<file path="src/core/timer8_pkg.sv">
package timer8_pkg;

  localparam logic [7:0] COUNT_BOTTOM = 8'h00;
  localparam logic [7:0] COUNT_MAX = 8'hFF;

  localparam logic [7:0] OFS_CTRL = 8'h00;
  localparam logic [7:0] OFS_COUNT = 8'h04;
  localparam logic [7:0] OFS_CMP_A = 8'h08;
  localparam logic [7:0] OFS_CMP_B = 8'h0C;
  localparam logic [7:0] OFS_FLAGS = 8'h10;
  localparam logic [7:0] OFS_FORCE = 8'h14;
  localparam logic [7:0] OFS_PORT = 8'h18;

  localparam int CTRL_ACT_A_LSB = 0;
  localparam int CTRL_ACT_B_LSB = 2;
  localparam int CTRL_MODE_LSB = 4;
  localparam int FLAG_OVF = 0;
  localparam int FLAG_CMP_A = 1;
  localparam int FLAG_CMP_B = 2;
  localparam int FORCE_A = 0;
  localparam int FORCE_B = 1;
  localparam int PORT_OUT_A = 0;
  localparam int PORT_DIR_A = 1;
  localparam int PORT_OUT_B = 2;
  localparam int PORT_DIR_B = 3;
  localparam int PORT_OC_A = 4;
  localparam int PORT_OC_B = 5;

  localparam logic [7:0] CTRL_RESET = 8'h00;
  localparam logic [7:0] CMP_RESET = 8'h00;
  localparam logic [2:0] FLAGS_RESET = 3'h0;
  localparam logic [3:0] PORT_RESET = 4'h0;
  localparam logic OC_RESET = 1'b0;

  localparam logic [1:0] ACT_OFF = 2'h0;
  localparam logic [1:0] ACT_TOGGLE = 2'h1;
  localparam logic [1:0] ACT_CLEAR = 2'h2;
  localparam logic [1:0] ACT_SET = 2'h3;

  localparam logic [1:0] RESP_OKAY = 2'h0;
  localparam logic [1:0] RESP_SLVERR = 2'h2;

  typedef enum logic [2:0] {
    MODE_NORMAL = 3'b000,
    MODE_PHASE_MAX = 3'b001,
    MODE_CLEAR_ON_MATCH = 3'b010,
    MODE_FAST_MAX = 3'b011,
    MODE_RSVD4 = 3'b100,
    MODE_PHASE_CMP = 3'b101,
    MODE_RSVD6 = 3'b110,
    MODE_FAST_CMP = 3'b111
  } waveform_mode_t;

  function automatic logic is_fast_pwm(input waveform_mode_t m);
    return (m == MODE_FAST_MAX) || (m == MODE_FAST_CMP);
  endfunction

  function automatic logic top_is_compare(input waveform_mode_t m);
    return (m == MODE_CLEAR_ON_MATCH) || (m == MODE_FAST_CMP);
  endfunction

endpackage

</file>
<file path="src/core/timer8_counter.sv">
`timescale 1ns/1ps
`default_nettype none
module timer8_counter
  import timer8_pkg::*;
(
  input wire logic ref_clk,
  input wire logic reset_n,
  input wire logic clk_en,
  input wire logic timer_tick,
  input wire waveform_mode_t waveform_mode_select,
  input wire logic [7:0] compare_a_active,
  input wire logic count_wr,
  input wire logic [7:0] count_wdata,
  output logic [7:0] timer_count,
  output logic match_enable,
  output logic bottom_event,
  output logic overflow_set
);

  logic [7:0] count_q;
  logic [7:0] count_d;
  logic block_q;
  logic fast;
  logic [7:0] top_value;
  logic at_top;
  logic wrap;

  assign fast = is_fast_pwm(waveform_mode_select);
  assign top_value = top_is_compare(waveform_mode_select) ?
                     compare_a_active : COUNT_MAX;
  assign at_top = (count_q == top_value);
  // Clear-on-match clear is a compare match, so a blocked cycle skips it
  assign wrap = at_top && (fast || !block_q);
  assign match_enable = timer_tick && !block_q;
  assign bottom_event = timer_tick && !count_wr && fast && at_top;
  assign overflow_set = timer_tick && !count_wr &&
                        (fast ? at_top : (count_q == COUNT_MAX));
  assign timer_count = count_q;

  always_comb begin
    count_d = count_q;
    if (count_wr) begin
      count_d = count_wdata;
    end else if (timer_tick) begin
      if (wrap) begin
        count_d = COUNT_BOTTOM;
      end else begin
        count_d = count_q + 8'h01;
      end
    end
  end

  always_ff @(posedge ref_clk or negedge reset_n) begin
    if (!reset_n) begin
      count_q <= COUNT_BOTTOM;
    end else if (clk_en) begin
      count_q <= count_d;
    end
  end

  // Block lasts until the next timer tick, even while the timer is stopped
  always_ff @(posedge ref_clk or negedge reset_n) begin
    if (!reset_n) begin
      block_q <= 1'b0;
    end else if (clk_en) begin
      if (count_wr) begin
        block_q <= 1'b1;
      end else if (timer_tick) begin
        block_q <= 1'b0;
      end
    end
  end

endmodule // timer8_counter
`default_nettype wire

</file>
<file path="src/core/timer8_compare_channel.sv">
`timescale 1ns/1ps
`default_nettype none
module timer8_compare_channel
  import timer8_pkg::*;
(
  input wire logic ref_clk,
  input wire logic reset_n,
  input wire logic clk_en,
  input wire logic fast_pwm,
  input wire logic toggle_in_pwm,
  input wire logic [1:0] output_action_select,
  input wire logic cmp_wr,
  input wire logic [7:0] cmp_wdata,
  input wire logic [7:0] timer_count,
  input wire logic match_enable,
  input wire logic bottom_event,
  input wire logic force_compare_strobe,
  input wire logic port_out,
  input wire logic output_pin_direction,
  output logic [7:0] compare_buffer,
  output logic [7:0] compare_value,
  output logic compare_output,
  output logic match_set,
  output logic pin_out,
  output logic pin_oe
);

  logic [7:0] buf_q;
  logic [7:0] act_q;
  logic oc_q;
  logic oc_d;
  logic pin_q;
  logic hit;

  assign hit = match_enable && (timer_count == act_q);
  assign match_set = hit;
  assign compare_buffer = buf_q;
  assign compare_value = act_q;
  assign compare_output = oc_q;
  assign pin_out = pin_q;
  assign pin_oe = output_pin_direction;

  always_ff @(posedge ref_clk or negedge reset_n) begin
    if (!reset_n) begin
      buf_q <= CMP_RESET;
      act_q <= CMP_RESET;
    end else if (clk_en) begin
      if (cmp_wr) begin
        buf_q <= cmp_wdata;
      end
      if (!fast_pwm) begin
        act_q <= cmp_wr ? cmp_wdata : buf_q;
      end else if (bottom_event) begin
        act_q <= buf_q;
      end
    end
  end

  // Action is read live, never buffered with the compare value
  always_comb begin
    oc_d = oc_q;
    if (!fast_pwm) begin
      if (hit || force_compare_strobe) begin
        case (output_action_select)
          ACT_TOGGLE: oc_d = !oc_q;
          ACT_CLEAR: oc_d = 1'b0;
          ACT_SET: oc_d = 1'b1;
          default: oc_d = oc_q;
        endcase
      end
    end else begin
      case (output_action_select)
        ACT_TOGGLE: begin
          if (hit && toggle_in_pwm) begin
            oc_d = !oc_q;
          end
        end
        // Bottom wins, so a compare at TOP gives a constant level
        ACT_CLEAR: begin
          if (bottom_event) begin
            oc_d = 1'b1;
          end else if (hit) begin
            oc_d = 1'b0;
          end
        end
        ACT_SET: begin
          if (bottom_event) begin
            oc_d = 1'b0;
          end else if (hit) begin
            oc_d = 1'b1;
          end
        end
        default: oc_d = oc_q;
      endcase
    end
  end

  always_ff @(posedge ref_clk or negedge reset_n) begin
    if (!reset_n) begin
      oc_q <= OC_RESET;
      pin_q <= 1'b0;
    end else if (clk_en) begin
      oc_q <= oc_d;
      pin_q <= (output_action_select != ACT_OFF) ? oc_q : port_out;
    end
  end

endmodule // timer8_compare_channel
`default_nettype wire

</file>
<file path="src/core/timer8_waveform_generator.sv">
`timescale 1ns/1ps
`default_nettype none
module timer8_waveform_generator
  import timer8_pkg::*;
(
  input wire logic ref_clk,
  input wire logic reset_n,
  input wire logic clk_en,
  input wire logic timer_tick,
  input wire logic [7:0] s_axi_awaddr,
  input wire logic [2:0] s_axi_awprot,
  input wire logic s_axi_awvalid,
  output logic s_axi_awready,
  input wire logic [31:0] s_axi_wdata,
  input wire logic [3:0] s_axi_wstrb,
  input wire logic s_axi_wvalid,
  output logic s_axi_wready,
  output logic [1:0] s_axi_bresp,
  output logic s_axi_bvalid,
  input wire logic s_axi_bready,
  input wire logic [7:0] s_axi_araddr,
  input wire logic [2:0] s_axi_arprot,
  input wire logic s_axi_arvalid,
  output logic s_axi_arready,
  output logic [31:0] s_axi_rdata,
  output logic [1:0] s_axi_rresp,
  output logic s_axi_rvalid,
  input wire logic s_axi_rready,
  output logic compare_output_a,
  output logic compare_output_b,
  output logic overflow_flag,
  output logic compare_a_flag,
  output logic compare_b_flag,
  output logic pin_a_out,
  output logic pin_a_oe,
  output logic pin_b_out,
  output logic pin_b_oe
);

  logic aw_full_q;
  logic w_full_q;
  logic [7:0] aw_addr_q;
  logic [7:0] w_data_q;
  logic w_lane_q;
  logic bvalid_q;
  logic [1:0] bresp_q;
  logic rvalid_q;
  logic [31:0] rdata_q;
  logic [1:0] rresp_q;
  logic do_write;
  logic wr_ok;
  logic ar_take;
  logic [7:0] ctrl_q;
  logic [2:0] flags_q;
  logic [3:0] port_q;
  logic count_wr;
  logic cmp_a_wr;
  logic cmp_b_wr;
  logic flags_wr;
  logic force_a;
  logic force_b;
  waveform_mode_t mode;
  logic fast;
  logic [1:0] act_a;
  logic [1:0] act_b;
  logic [7:0] timer_count;
  logic match_enable;
  logic bottom_event;
  logic overflow_set;
  logic [7:0] buf_a;
  logic [7:0] buf_b;
  logic [7:0] active_a;
  logic match_a;
  logic match_b;
  logic [7:0] rd_value;
  logic rd_hit;

  function automatic logic mapped(input logic [7:0] a);
    return (a == OFS_CTRL) || (a == OFS_COUNT) || (a == OFS_CMP_A) ||
           (a == OFS_CMP_B) || (a == OFS_FLAGS) || (a == OFS_FORCE) ||
           (a == OFS_PORT);
  endfunction

  // Low address bits are ignored, so every access lands on a whole word
  function automatic logic [7:0] word_addr(input logic [7:0] a);
    return {a[7:2], 2'b00};
  endfunction

  // Write channel: address and data taken in either order, one at a time
  assign s_axi_awready = !aw_full_q && !bvalid_q;
  assign s_axi_wready = !w_full_q && !bvalid_q;
  assign s_axi_bvalid = bvalid_q;
  assign s_axi_bresp = bresp_q;
  assign do_write = aw_full_q && w_full_q && !bvalid_q;
  assign wr_ok = do_write && w_lane_q;

  always_ff @(posedge ref_clk or negedge reset_n) begin
    if (!reset_n) begin
      aw_full_q <= 1'b0;
      aw_addr_q <= 8'h00;
    end else if (clk_en) begin
      if (s_axi_awvalid && s_axi_awready) begin
        aw_full_q <= 1'b1;
        aw_addr_q <= word_addr(s_axi_awaddr);
      end else if (do_write) begin
        aw_full_q <= 1'b0;
      end
    end
  end

  always_ff @(posedge ref_clk or negedge reset_n) begin
    if (!reset_n) begin
      w_full_q <= 1'b0;
      w_data_q <= 8'h00;
      w_lane_q <= 1'b0;
    end else if (clk_en) begin
      if (s_axi_wvalid && s_axi_wready) begin
        w_full_q <= 1'b1;
        w_data_q <= s_axi_wdata[7:0];
        w_lane_q <= s_axi_wstrb[0];
      end else if (do_write) begin
        w_full_q <= 1'b0;
      end
    end
  end

  always_ff @(posedge ref_clk or negedge reset_n) begin
    if (!reset_n) begin
      bvalid_q <= 1'b0;
      bresp_q <= RESP_OKAY;
    end else if (clk_en) begin
      if (do_write) begin
        bvalid_q <= 1'b1;
        bresp_q <= mapped(aw_addr_q) ? RESP_OKAY : RESP_SLVERR;
      end else if (s_axi_bready) begin
        bvalid_q <= 1'b0;
      end
    end
  end

  // Write side effects, only when byte lane 0 is enabled
  assign count_wr = wr_ok && (aw_addr_q == OFS_COUNT);
  assign cmp_a_wr = wr_ok && (aw_addr_q == OFS_CMP_A);
  assign cmp_b_wr = wr_ok && (aw_addr_q == OFS_CMP_B);
  assign flags_wr = wr_ok && (aw_addr_q == OFS_FLAGS);
  assign force_a = wr_ok && (aw_addr_q == OFS_FORCE) && w_data_q[FORCE_A];
  assign force_b = wr_ok && (aw_addr_q == OFS_FORCE) && w_data_q[FORCE_B];

  always_ff @(posedge ref_clk or negedge reset_n) begin
    if (!reset_n) begin
      ctrl_q <= CTRL_RESET;
    end else if (clk_en) begin
      if (wr_ok && (aw_addr_q == OFS_CTRL)) begin
        ctrl_q <= {1'b0, w_data_q[6:0]};
      end
    end
  end

  always_ff @(posedge ref_clk or negedge reset_n) begin
    if (!reset_n) begin
      port_q <= PORT_RESET;
    end else if (clk_en) begin
      if (wr_ok && (aw_addr_q == OFS_PORT)) begin
        port_q <= w_data_q[3:0];
      end
    end
  end

  // Hardware set wins over a write-one clear in the same cycle
  always_ff @(posedge ref_clk or negedge reset_n) begin
    if (!reset_n) begin
      flags_q <= FLAGS_RESET;
    end else if (clk_en) begin
      flags_q[FLAG_OVF] <= (flags_q[FLAG_OVF] &&
        !(flags_wr && w_data_q[FLAG_OVF])) || overflow_set;
      flags_q[FLAG_CMP_A] <= (flags_q[FLAG_CMP_A] &&
        !(flags_wr && w_data_q[FLAG_CMP_A])) || match_a;
      flags_q[FLAG_CMP_B] <= (flags_q[FLAG_CMP_B] &&
        !(flags_wr && w_data_q[FLAG_CMP_B])) || match_b;
    end
  end

  assign mode = waveform_mode_t'(ctrl_q[CTRL_MODE_LSB +: 3]);
  assign act_a = ctrl_q[CTRL_ACT_A_LSB +: 2];
  assign act_b = ctrl_q[CTRL_ACT_B_LSB +: 2];
  assign fast = is_fast_pwm(mode);

  // Read channel
  assign s_axi_arready = !rvalid_q;
  assign ar_take = s_axi_arvalid && s_axi_arready;
  assign s_axi_rvalid = rvalid_q;
  assign s_axi_rdata = rdata_q;
  assign s_axi_rresp = rresp_q;
  assign rd_hit = mapped(word_addr(s_axi_araddr));

  always_comb begin
    rd_value = 8'h00;
    case (word_addr(s_axi_araddr))
      OFS_CTRL: rd_value = ctrl_q;
      OFS_COUNT: rd_value = timer_count;
      OFS_CMP_A: rd_value = buf_a;
      OFS_CMP_B: rd_value = buf_b;
      OFS_FLAGS: rd_value = {5'h00, flags_q};
      OFS_PORT: rd_value = {2'b00, compare_output_b, compare_output_a,
                            port_q};
      default: rd_value = 8'h00;
    endcase
  end

  always_ff @(posedge ref_clk or negedge reset_n) begin
    if (!reset_n) begin
      rvalid_q <= 1'b0;
      rdata_q <= 32'h0000_0000;
      rresp_q <= RESP_OKAY;
    end else if (clk_en) begin
      if (ar_take) begin
        rvalid_q <= 1'b1;
        rdata_q <= {24'h000000, rd_value};
        rresp_q <= rd_hit ? RESP_OKAY : RESP_SLVERR;
      end else if (s_axi_rready) begin
        rvalid_q <= 1'b0;
      end
    end
  end

  timer8_counter u_counter (
    .ref_clk(ref_clk),
    .reset_n(reset_n),
    .clk_en(clk_en),
    .timer_tick(timer_tick),
    .waveform_mode_select(mode),
    .compare_a_active(active_a),
    .count_wr(count_wr),
    .count_wdata(w_data_q),
    .timer_count(timer_count),
    .match_enable(match_enable),
    .bottom_event(bottom_event),
    .overflow_set(overflow_set)
  );

  timer8_compare_channel u_chan_a (
    .ref_clk(ref_clk),
    .reset_n(reset_n),
    .clk_en(clk_en),
    .fast_pwm(fast),
    .toggle_in_pwm(mode == MODE_FAST_CMP),
    .output_action_select(act_a),
    .cmp_wr(cmp_a_wr),
    .cmp_wdata(w_data_q),
    .timer_count(timer_count),
    .match_enable(match_enable),
    .bottom_event(bottom_event),
    .force_compare_strobe(force_a && !fast),
    .port_out(port_q[PORT_OUT_A]),
    .output_pin_direction(port_q[PORT_DIR_A]),
    .compare_buffer(buf_a),
    .compare_value(active_a),
    .compare_output(compare_output_a),
    .match_set(match_a),
    .pin_out(pin_a_out),
    .pin_oe(pin_a_oe)
  );

  // Channel B has no TOP role; its value never reaches the counter
  timer8_compare_channel u_chan_b (
    .ref_clk(ref_clk),
    .reset_n(reset_n),
    .clk_en(clk_en),
    .fast_pwm(fast),
    .toggle_in_pwm(mode == MODE_FAST_CMP),
    .output_action_select(act_b),
    .cmp_wr(cmp_b_wr),
    .cmp_wdata(w_data_q),
    .timer_count(timer_count),
    .match_enable(match_enable),
    .bottom_event(bottom_event),
    .force_compare_strobe(force_b && !fast),
    .port_out(port_q[PORT_OUT_B]),
    .output_pin_direction(port_q[PORT_DIR_B]),
    .compare_buffer(buf_b),
    .compare_value(),
    .compare_output(compare_output_b),
    .match_set(match_b),
    .pin_out(pin_b_out),
    .pin_oe(pin_b_oe)
  );

  assign overflow_flag = flags_q[FLAG_OVF];
  assign compare_a_flag = flags_q[FLAG_CMP_A];
  assign compare_b_flag = flags_q[FLAG_CMP_B];

endmodule // timer8_waveform_generator
`default_nettype wire

</file>
<file path="config.mk">
export PLATFORM = sky130hd
export DESIGN_NAME = timer8_waveform_generator
export DESIGN_NICKNAME = d
export VERILOG_FILES = /design/src/core/timer8_pkg.sv /design/src/core/timer8_counter.sv /design/src/core/timer8_compare_channel.sv /design/src/core/timer8_waveform_generator.sv
export SDC_FILE = /design/constraint.sdc
export NUM_CORES = 1
export LEC_CHECK = 0
export ABC_AREA = 0
export ABC_CLOCK_PERIOD_IN_PS = 3000
export BUFFER_PORTS_ARGS = -buffer_cell sky130_fd_sc_hd__buf_4
export CAP_MARGIN = 20
export CORE_ASPECT_RATIO = 1.2
export CORE_MARGIN = 2
export CORE_UTILIZATION = 45
export CTS_CLUSTER_DIAMETER = 150
export CTS_CLUSTER_SIZE = 28
export DETAILED_ROUTE_END_ITERATION = 16
export PLACE_DENSITY_LB_ADDON = 0.12
export REMOVE_ABC_BUFFERS = 1
export SLEW_MARGIN = 20
export SYNTH_ARGS = -nofsm -noshare
export SYNTH_HDL_FRONTEND = slang
export SYNTH_SLANG_ARGS = --single-unit
</file>
<file path="constraint.sdc">
create_clock -name ref_clk -period 3 [get_ports ref_clk]
set_input_delay 0.9 -clock ref_clk [delete_from_list [all_inputs] [get_ports ref_clk]]
set_output_delay 0.9 -clock ref_clk [all_outputs]
set_load 0.01 [all_outputs]
</file>
# Word level (Yosys, flattened, before mapping)
# Cells that the tools add are included.
[word_totals]
ff_bits = 90
output_inout_bits = 50
[classes]
add_sub_neg = 1
eq_ne = 34
n_mux = 43
n_reduce_logical = 93
[op_table]
columns = ["op", "n"]
rows = [
  ["8-bit two-way mux", 10],
  ["8-bit case mux with 6 select lines", 1],
  ["6-bit by 3-bit == test with 1-bit output, second input constant", 6],
  ["1-bit logical AND", 35],
  ["1-bit two-way mux", 26],
  ["6-bit by 2-bit == test with 1-bit output, second input constant", 4],
  ["8-bit == test", 3],
  ["4-bit != test, second input constant", 6],
  ["2-bit AND reduction", 12],
  ["1-bit logical OR", 20],
  ["2-bit nonzero test", 9],
  ["6-bit by 1-bit == test with 1-bit output, second input constant", 2],
  ["1-bit logical NOT", 12],
  ["1-bit case mux with 3 select lines", 4],
  ["8-bit by 1-bit adder with 8-bit output, second input constant", 1],
  ["2-bit == test, second input constant", 4],
  ["8-bit == test, second input constant", 1],
  ["8-bit logical NOT", 1],
  ["7-bit AND reduction", 1],
  ["3-bit by 2-bit == test with 1-bit output, second input constant", 2],
  ["6-bit logical NOT", 1],
  ["6-bit AND reduction", 1],
  ["2-bit by 1-bit == test with 1-bit output, second input constant", 2],
  ["2-bit two-way mux", 2],
  ["5 further kinds", 5],
]

# Longest topological paths before layout
[depth]
depth_word = 11
depth_mapped = 8

# Modules after synthesis
# A second synthesis with hierarchy kept.
[unflattened]
cells_unflattened = 491
area_unflattened_um2 = 5069.9
[by_module_without_submodules]
columns = ["module", "n_inst", "cells_per_inst", "area_each_um2"]
rows = [
  ["timer8_waveform_generator", 1, 207, 2294.7],
  ["timer8_compare_channel", 2, 83, 925.9],
  ["timer8_counter", 1, 118, 923.4],
]

# Worst setup path before layout
# Ideal clock, no wire load.
[synth_timing]
path_kind = "input-to-reg"
from = "in timer_tick"
to = "reg u_chan_b.oc_q (netlist: u_chan_b.compare_output)"
setup_time_ns = 0.125
arrival_time_ns = 2.336
required_ns = 2.875
path_slack_ns = 0.539
path_stages = 6
path_cell_list = "nor2b_1 -> nand2_1 -> nor3_1 -> o221a_2 -> o311ai_4 -> mux2_4"
[synth_via]
elab_chain_len = 6
elab_cells_between_ends = 16
classes_between = "3 x eq/ne; 4 x mux; 9 x reduce/logical"
[synth_lines]
columns = ["item", "line_no", "text"]
rows = [
  ["from (decl)", "timer8_waveform_generator.sv:9", "input wire logic timer_tick,"],
  ["1-bit logical AND (3 in series)", "timer8_counter.sv:35", "assign bottom_event = timer_tick && !count_wr && fast && at_top;"],
  ["1-bit two-way mux, on equally long branches", "timer8_compare_channel.sv:87, timer8_compare_channel.sv:80", ""],
  ["1-bit case mux with 3 select lines", "timer8_compare_channel.sv:72", "case (output_action_select)"],
  ["1-bit two-way mux", "timer8_compare_channel.sv:62", "if (!fast_pwm) begin"],
  ["to (signal assigned)", "timer8_compare_channel.sv:100", "oc_q <= OC_RESET;"],
  ["to (signal assigned)", "timer8_compare_channel.sv:103", "oc_q <= oc_d;"],
  ["to (decl)", "timer8_compare_channel.sv:30", "logic oc_q;"],
]
# Several ways; a longest one is shown, not always the timed one.
# A chain may end at the register's enable or synchronous reset.

# Final worst setup path
[layout_timing]
from = "reg aw_addr_q[7]"
to = "reg u_chan_a.act_q[7] (netlist: u_chan_a.compare_value[7])"
[layout_via]
elab_chain_len = 8
elab_cells_between_ends = 12
classes_between = "3 x eq/ne; 2 x mux; 7 x reduce/logical"
[layout_lines]
columns = ["item", "line_no", "text"]
rows = [
  ["from (decl)", "timer8_waveform_generator.sv:42", "logic [7:0] aw_addr_q;"],
  ["from (signal assigned)", "timer8_waveform_generator.sv:104", "aw_addr_q <= word_addr(s_axi_awaddr);"],
  ["6-bit by 1-bit == test with 1-bit output", "timer8_waveform_generator.sv:142", "assign count_wr = wr_ok && (aw_addr_q == OFS_COUNT);"],
  ["1-bit logical AND", "timer8_waveform_generator.sv:142", ""],
  ["1-bit logical NOT", "timer8_counter.sv:35", ""],
  ["1-bit logical AND (3 in series)", "timer8_counter.sv:35", ""],
  ["2-bit != test (no line)", "--", ""],
  ["2-bit AND reduction (no line)", "--", ""],
  ["to (signal assigned)", "timer8_compare_channel.sv:52", "act_q <= cmp_wr ? cmp_wdata : buf_q;"],
  ["to (signal assigned)", "timer8_compare_channel.sv:54", "act_q <= buf_q;"],
  ["to (decl)", "timer8_compare_channel.sv:29", "logic [7:0] act_q;"],
]
# Several ways; a longest one is shown, not always the timed one.

==> impl_results.md <==
* Final WL at approximately 12 mm
* Startpoint types: register
* Synth area leaders: dfrtp_1 (45%), mux2_2 (13%), buf_4 (4.0%), mux2i_1 (3.5%), mux4_2 (3.2%)
* RSZ-0062 raised after global routing: no
* Routability cong. at 0.898
* Hold buffers post-CTS at 0
* Multi-input logic area at 0.00244 sq mm
* Die Height at 118 microns
* Crit path DAT at about 2.7 ns
* Wire per inst at 18.8 microns
* Synth top area share at between 40 and 50%
* Max-cap violations at 0
* Post-DP Area at 0.00539 sq mm
* GRT Total Usage at 21.6%
* Routed vias/inst at between 5 and 6
* Fin area at 0.00568 sq mm
* Lkg Pwr at 0.00263 uW
* Worst Max-Slew Pin Slew at approximately 0.77 ns
* Cell taking the most area after synthesis: dfrtp_1
* Starting Density at 46.3%
* Setup_tns at 0 ns
* Layout area overhead at 16.5%
* # port buffers at 53
* Global-route wire length before repair at 19.3 mm
* FF+latch count, synth at 88
* Required time of the worst setup path at 3.22 ns
* Register area share after synthesis at 45.2%
* Final setup fails at 0
* Maximum VDD drop at 417 uV
* Pin count of the biggest net entering global routing at between 50 and 60
* EDFF count, synth at 0
* Die area at 0.0117 sq mm
* Crit path kind: register to register
* Tcrit/Tclk final at between 80% and 90%
* Clock Latency Late Sink at 0.34 ns
* Vias in the first global route at 3484
* Ant diodes at 0
* Horiz. Die Dim at roughly 99 microns
* Antenna violations before repair at 0
* Root Buffer: clkbuf_16
* Gate Count Post-Synth at 456
* Synth unique cells at 55
* PwrDens at 744 mW/mm^2
* Syn. warnings at 0
* Final Util at 54.0%
* Final ANT Viol Nets at 0
* DRT iter0 DRCs at ~370
* Slew headroom at 48.2%
* Final hold viol count at 0
* Most frequent cells in the layout: dfrtp_1 (88), buf_4 (73), mux2_2 (56), nand2_1 (40), conb_1 (26)
* Register area at around 0.0022 sq mm
* CTS sink count at 88
* Endpoint type of the worst setup path: register
* Initial DRT Pass Iterations at 5
* Post-CTS Setup Inserts at 0
* Number of I/O pins at roughly 120
* CORE AREA at 0.0105 sq mm
* Post-Syn Area at 0.00487 sq mm
* Total power draw at around 4200 uW
* Pins Over Slew Limit at 0
* Primary FF master, synth: dfrtp_1
* Layout cells sized above 1 at 30.7%
* Total number of vias at 3670
* Syn avg cell area at 10.7 sq um
* Row cnt at 41
* Hold slack final at 0.476 ns
* Max Fclk at slightly above 0.4 GHz
* Max clock buf depth at 2
* Final Critical Period at 2.49 ns
* DRC errors left at 0
* Status: finished clean
* Commonest non-fill, non-tap cell in the layout: dfrtp_1
* Worst min path class: register to register
* CTS buffer count at 9
* TritonCTS clock tree: done
* Async SR Flop Fraction at 100%
* Critical-path maximum fanout at 10
* Clock transition at path regs at approximately 0.060 ns
* CTS HTree Levels at 3
* Fillcell total at 949
* DP Wirelength at 9.14 mm
* PostCTS Resize Cnt at 0
* Total global routing overflow at 0
* Post-layout nets at 582
* Clk_skew at 0.0110 ns
==> power breakdown <==
group	switching (uW)	internal [uW]	total [uW]
Sequential	445	1480	1930
Clock	445	663	1110
Combinational	570	617	1190
Total	1460	2760	4220
==> state kept, by name (all words and copies together), names as in the netlist, 3 cells and up <==
register and flops:
flags_q 3, u_chan_b.compare_buffer 8, u_chan_a.compare_buffer 8, u_chan_b.compare_value 8, u_counter.timer_count 8, aw_addr_q 6, ctrl_q 7, u_chan_a.compare_value 8
s_axi_rdata 8, port_q 4, w_data_q 8
==> layer usage <==
| layer | GRT usage (%) | vias to the layer above | share of wire [%] |
|---|---|---|---|
| li1 | - | 1715 | - |
| met2 | 34.9 | 128 | 50 |
| met1 | 29.0 | 1808 | 42 |
| met5 | 0 | - | 0 |
| met3 | 3.98 | 19 | 6.0 |
| met4 | 7.28 | 0 | 2.2 |
==> logic make-up (layout without fill, tap and decap cells) <==
logic type | after synthesis | in the layout | synth area share, %
DFF | 88 | 88 | 45.2
AOI/OAI and AO/OA | 87 | 87 | 12.2
buffers and inverters | 60 | 97 | 6.73
muxes | 81 | 81 | 20.0
and+or+nand+nor | 128 | 128 | 13.8
other | 1 | 26 | 0.0769
adders and majority gates | 1 | 1 | 0.257
xor gates and xnor gates | 10 | 10 | 1.80
==> synthesized netlist by cell type, types with 5 or more instances <==
cell and n:
nand4_1 6, a22oi_1 6, inv_1 8, mux4_2 7
o31ai_1 5, buf_4 26, nand3_1 10, o21ai_0 23
clkbuf_1 17, mux2i_1 17, a31oi_1 13, nor2_1 16
nand2_1 40, xnor2_1 9, nand2b_1 14, dfrtp_1 88
nor2b_1 9, mux2_2 56, a21oi_1 18, nor3_1 11
==> worst max-delay path, cell delays in order (launching register included) <==
cell and delay [ns]:
dfrtp_1 0.39, or4_4 0.59, nor3_4 0.31, inv_2 0.13, a41o_4 0.34, nand2_2 0.23
mux2_2 0.37
==> per-stage QoR <==
step	setup slack, ns	cells
6_report	0.513	647
5_1_grt	0.427	647
4_1_cts	0.519	647
3_5_place_dp	0.361	632
3_3_place_gp	0.411	632
2_1_floorplan	0.469	430
==> cell type report <==
class,instances,area share (%)
clock buffer,12,4.34
clock inverter,3,0.749
inverter,9,0.595
multi-input combinational,333,43.0
sequential,88,38.8
tap,129,2.84
timing repair buffer,73,9.65
==> final timing paths <==
kind | from | end | slack [ns] | cells after the start
setup / recovery | aw_addr_q[7]$_DFFE_PN0P_ | u_chan_a.compare_value[7]$_DFFE_PN0P_ | 0.51 | 6
hold / removal | s_axi_rdata[4]$_DFFE_PN0P_ | s_axi_rdata[4]$_DFFE_PN0P_ | 0.48 | 2
setup reg to reg | aw_addr_q[7]$_DFFE_PN0P_ | u_chan_a.compare_value[7]$_DFFE_PN0P_ | 0.51 | 6
hold reg to reg | s_axi_rdata[4]$_DFFE_PN0P_ | s_axi_rdata[4]$_DFFE_PN0P_ | 0.48 | 2
max in group asynchronous | reset_n | u_chan_a.compare_buffer[0]$_DFFE_PN0P_ | 1.69 | 2
min in group asynchronous | reset_n | u_chan_b.compare_value[0]$_DFFE_PN0P_ | 0.59 | 1
Note: power is estimated with default switching activity, not from simulation.
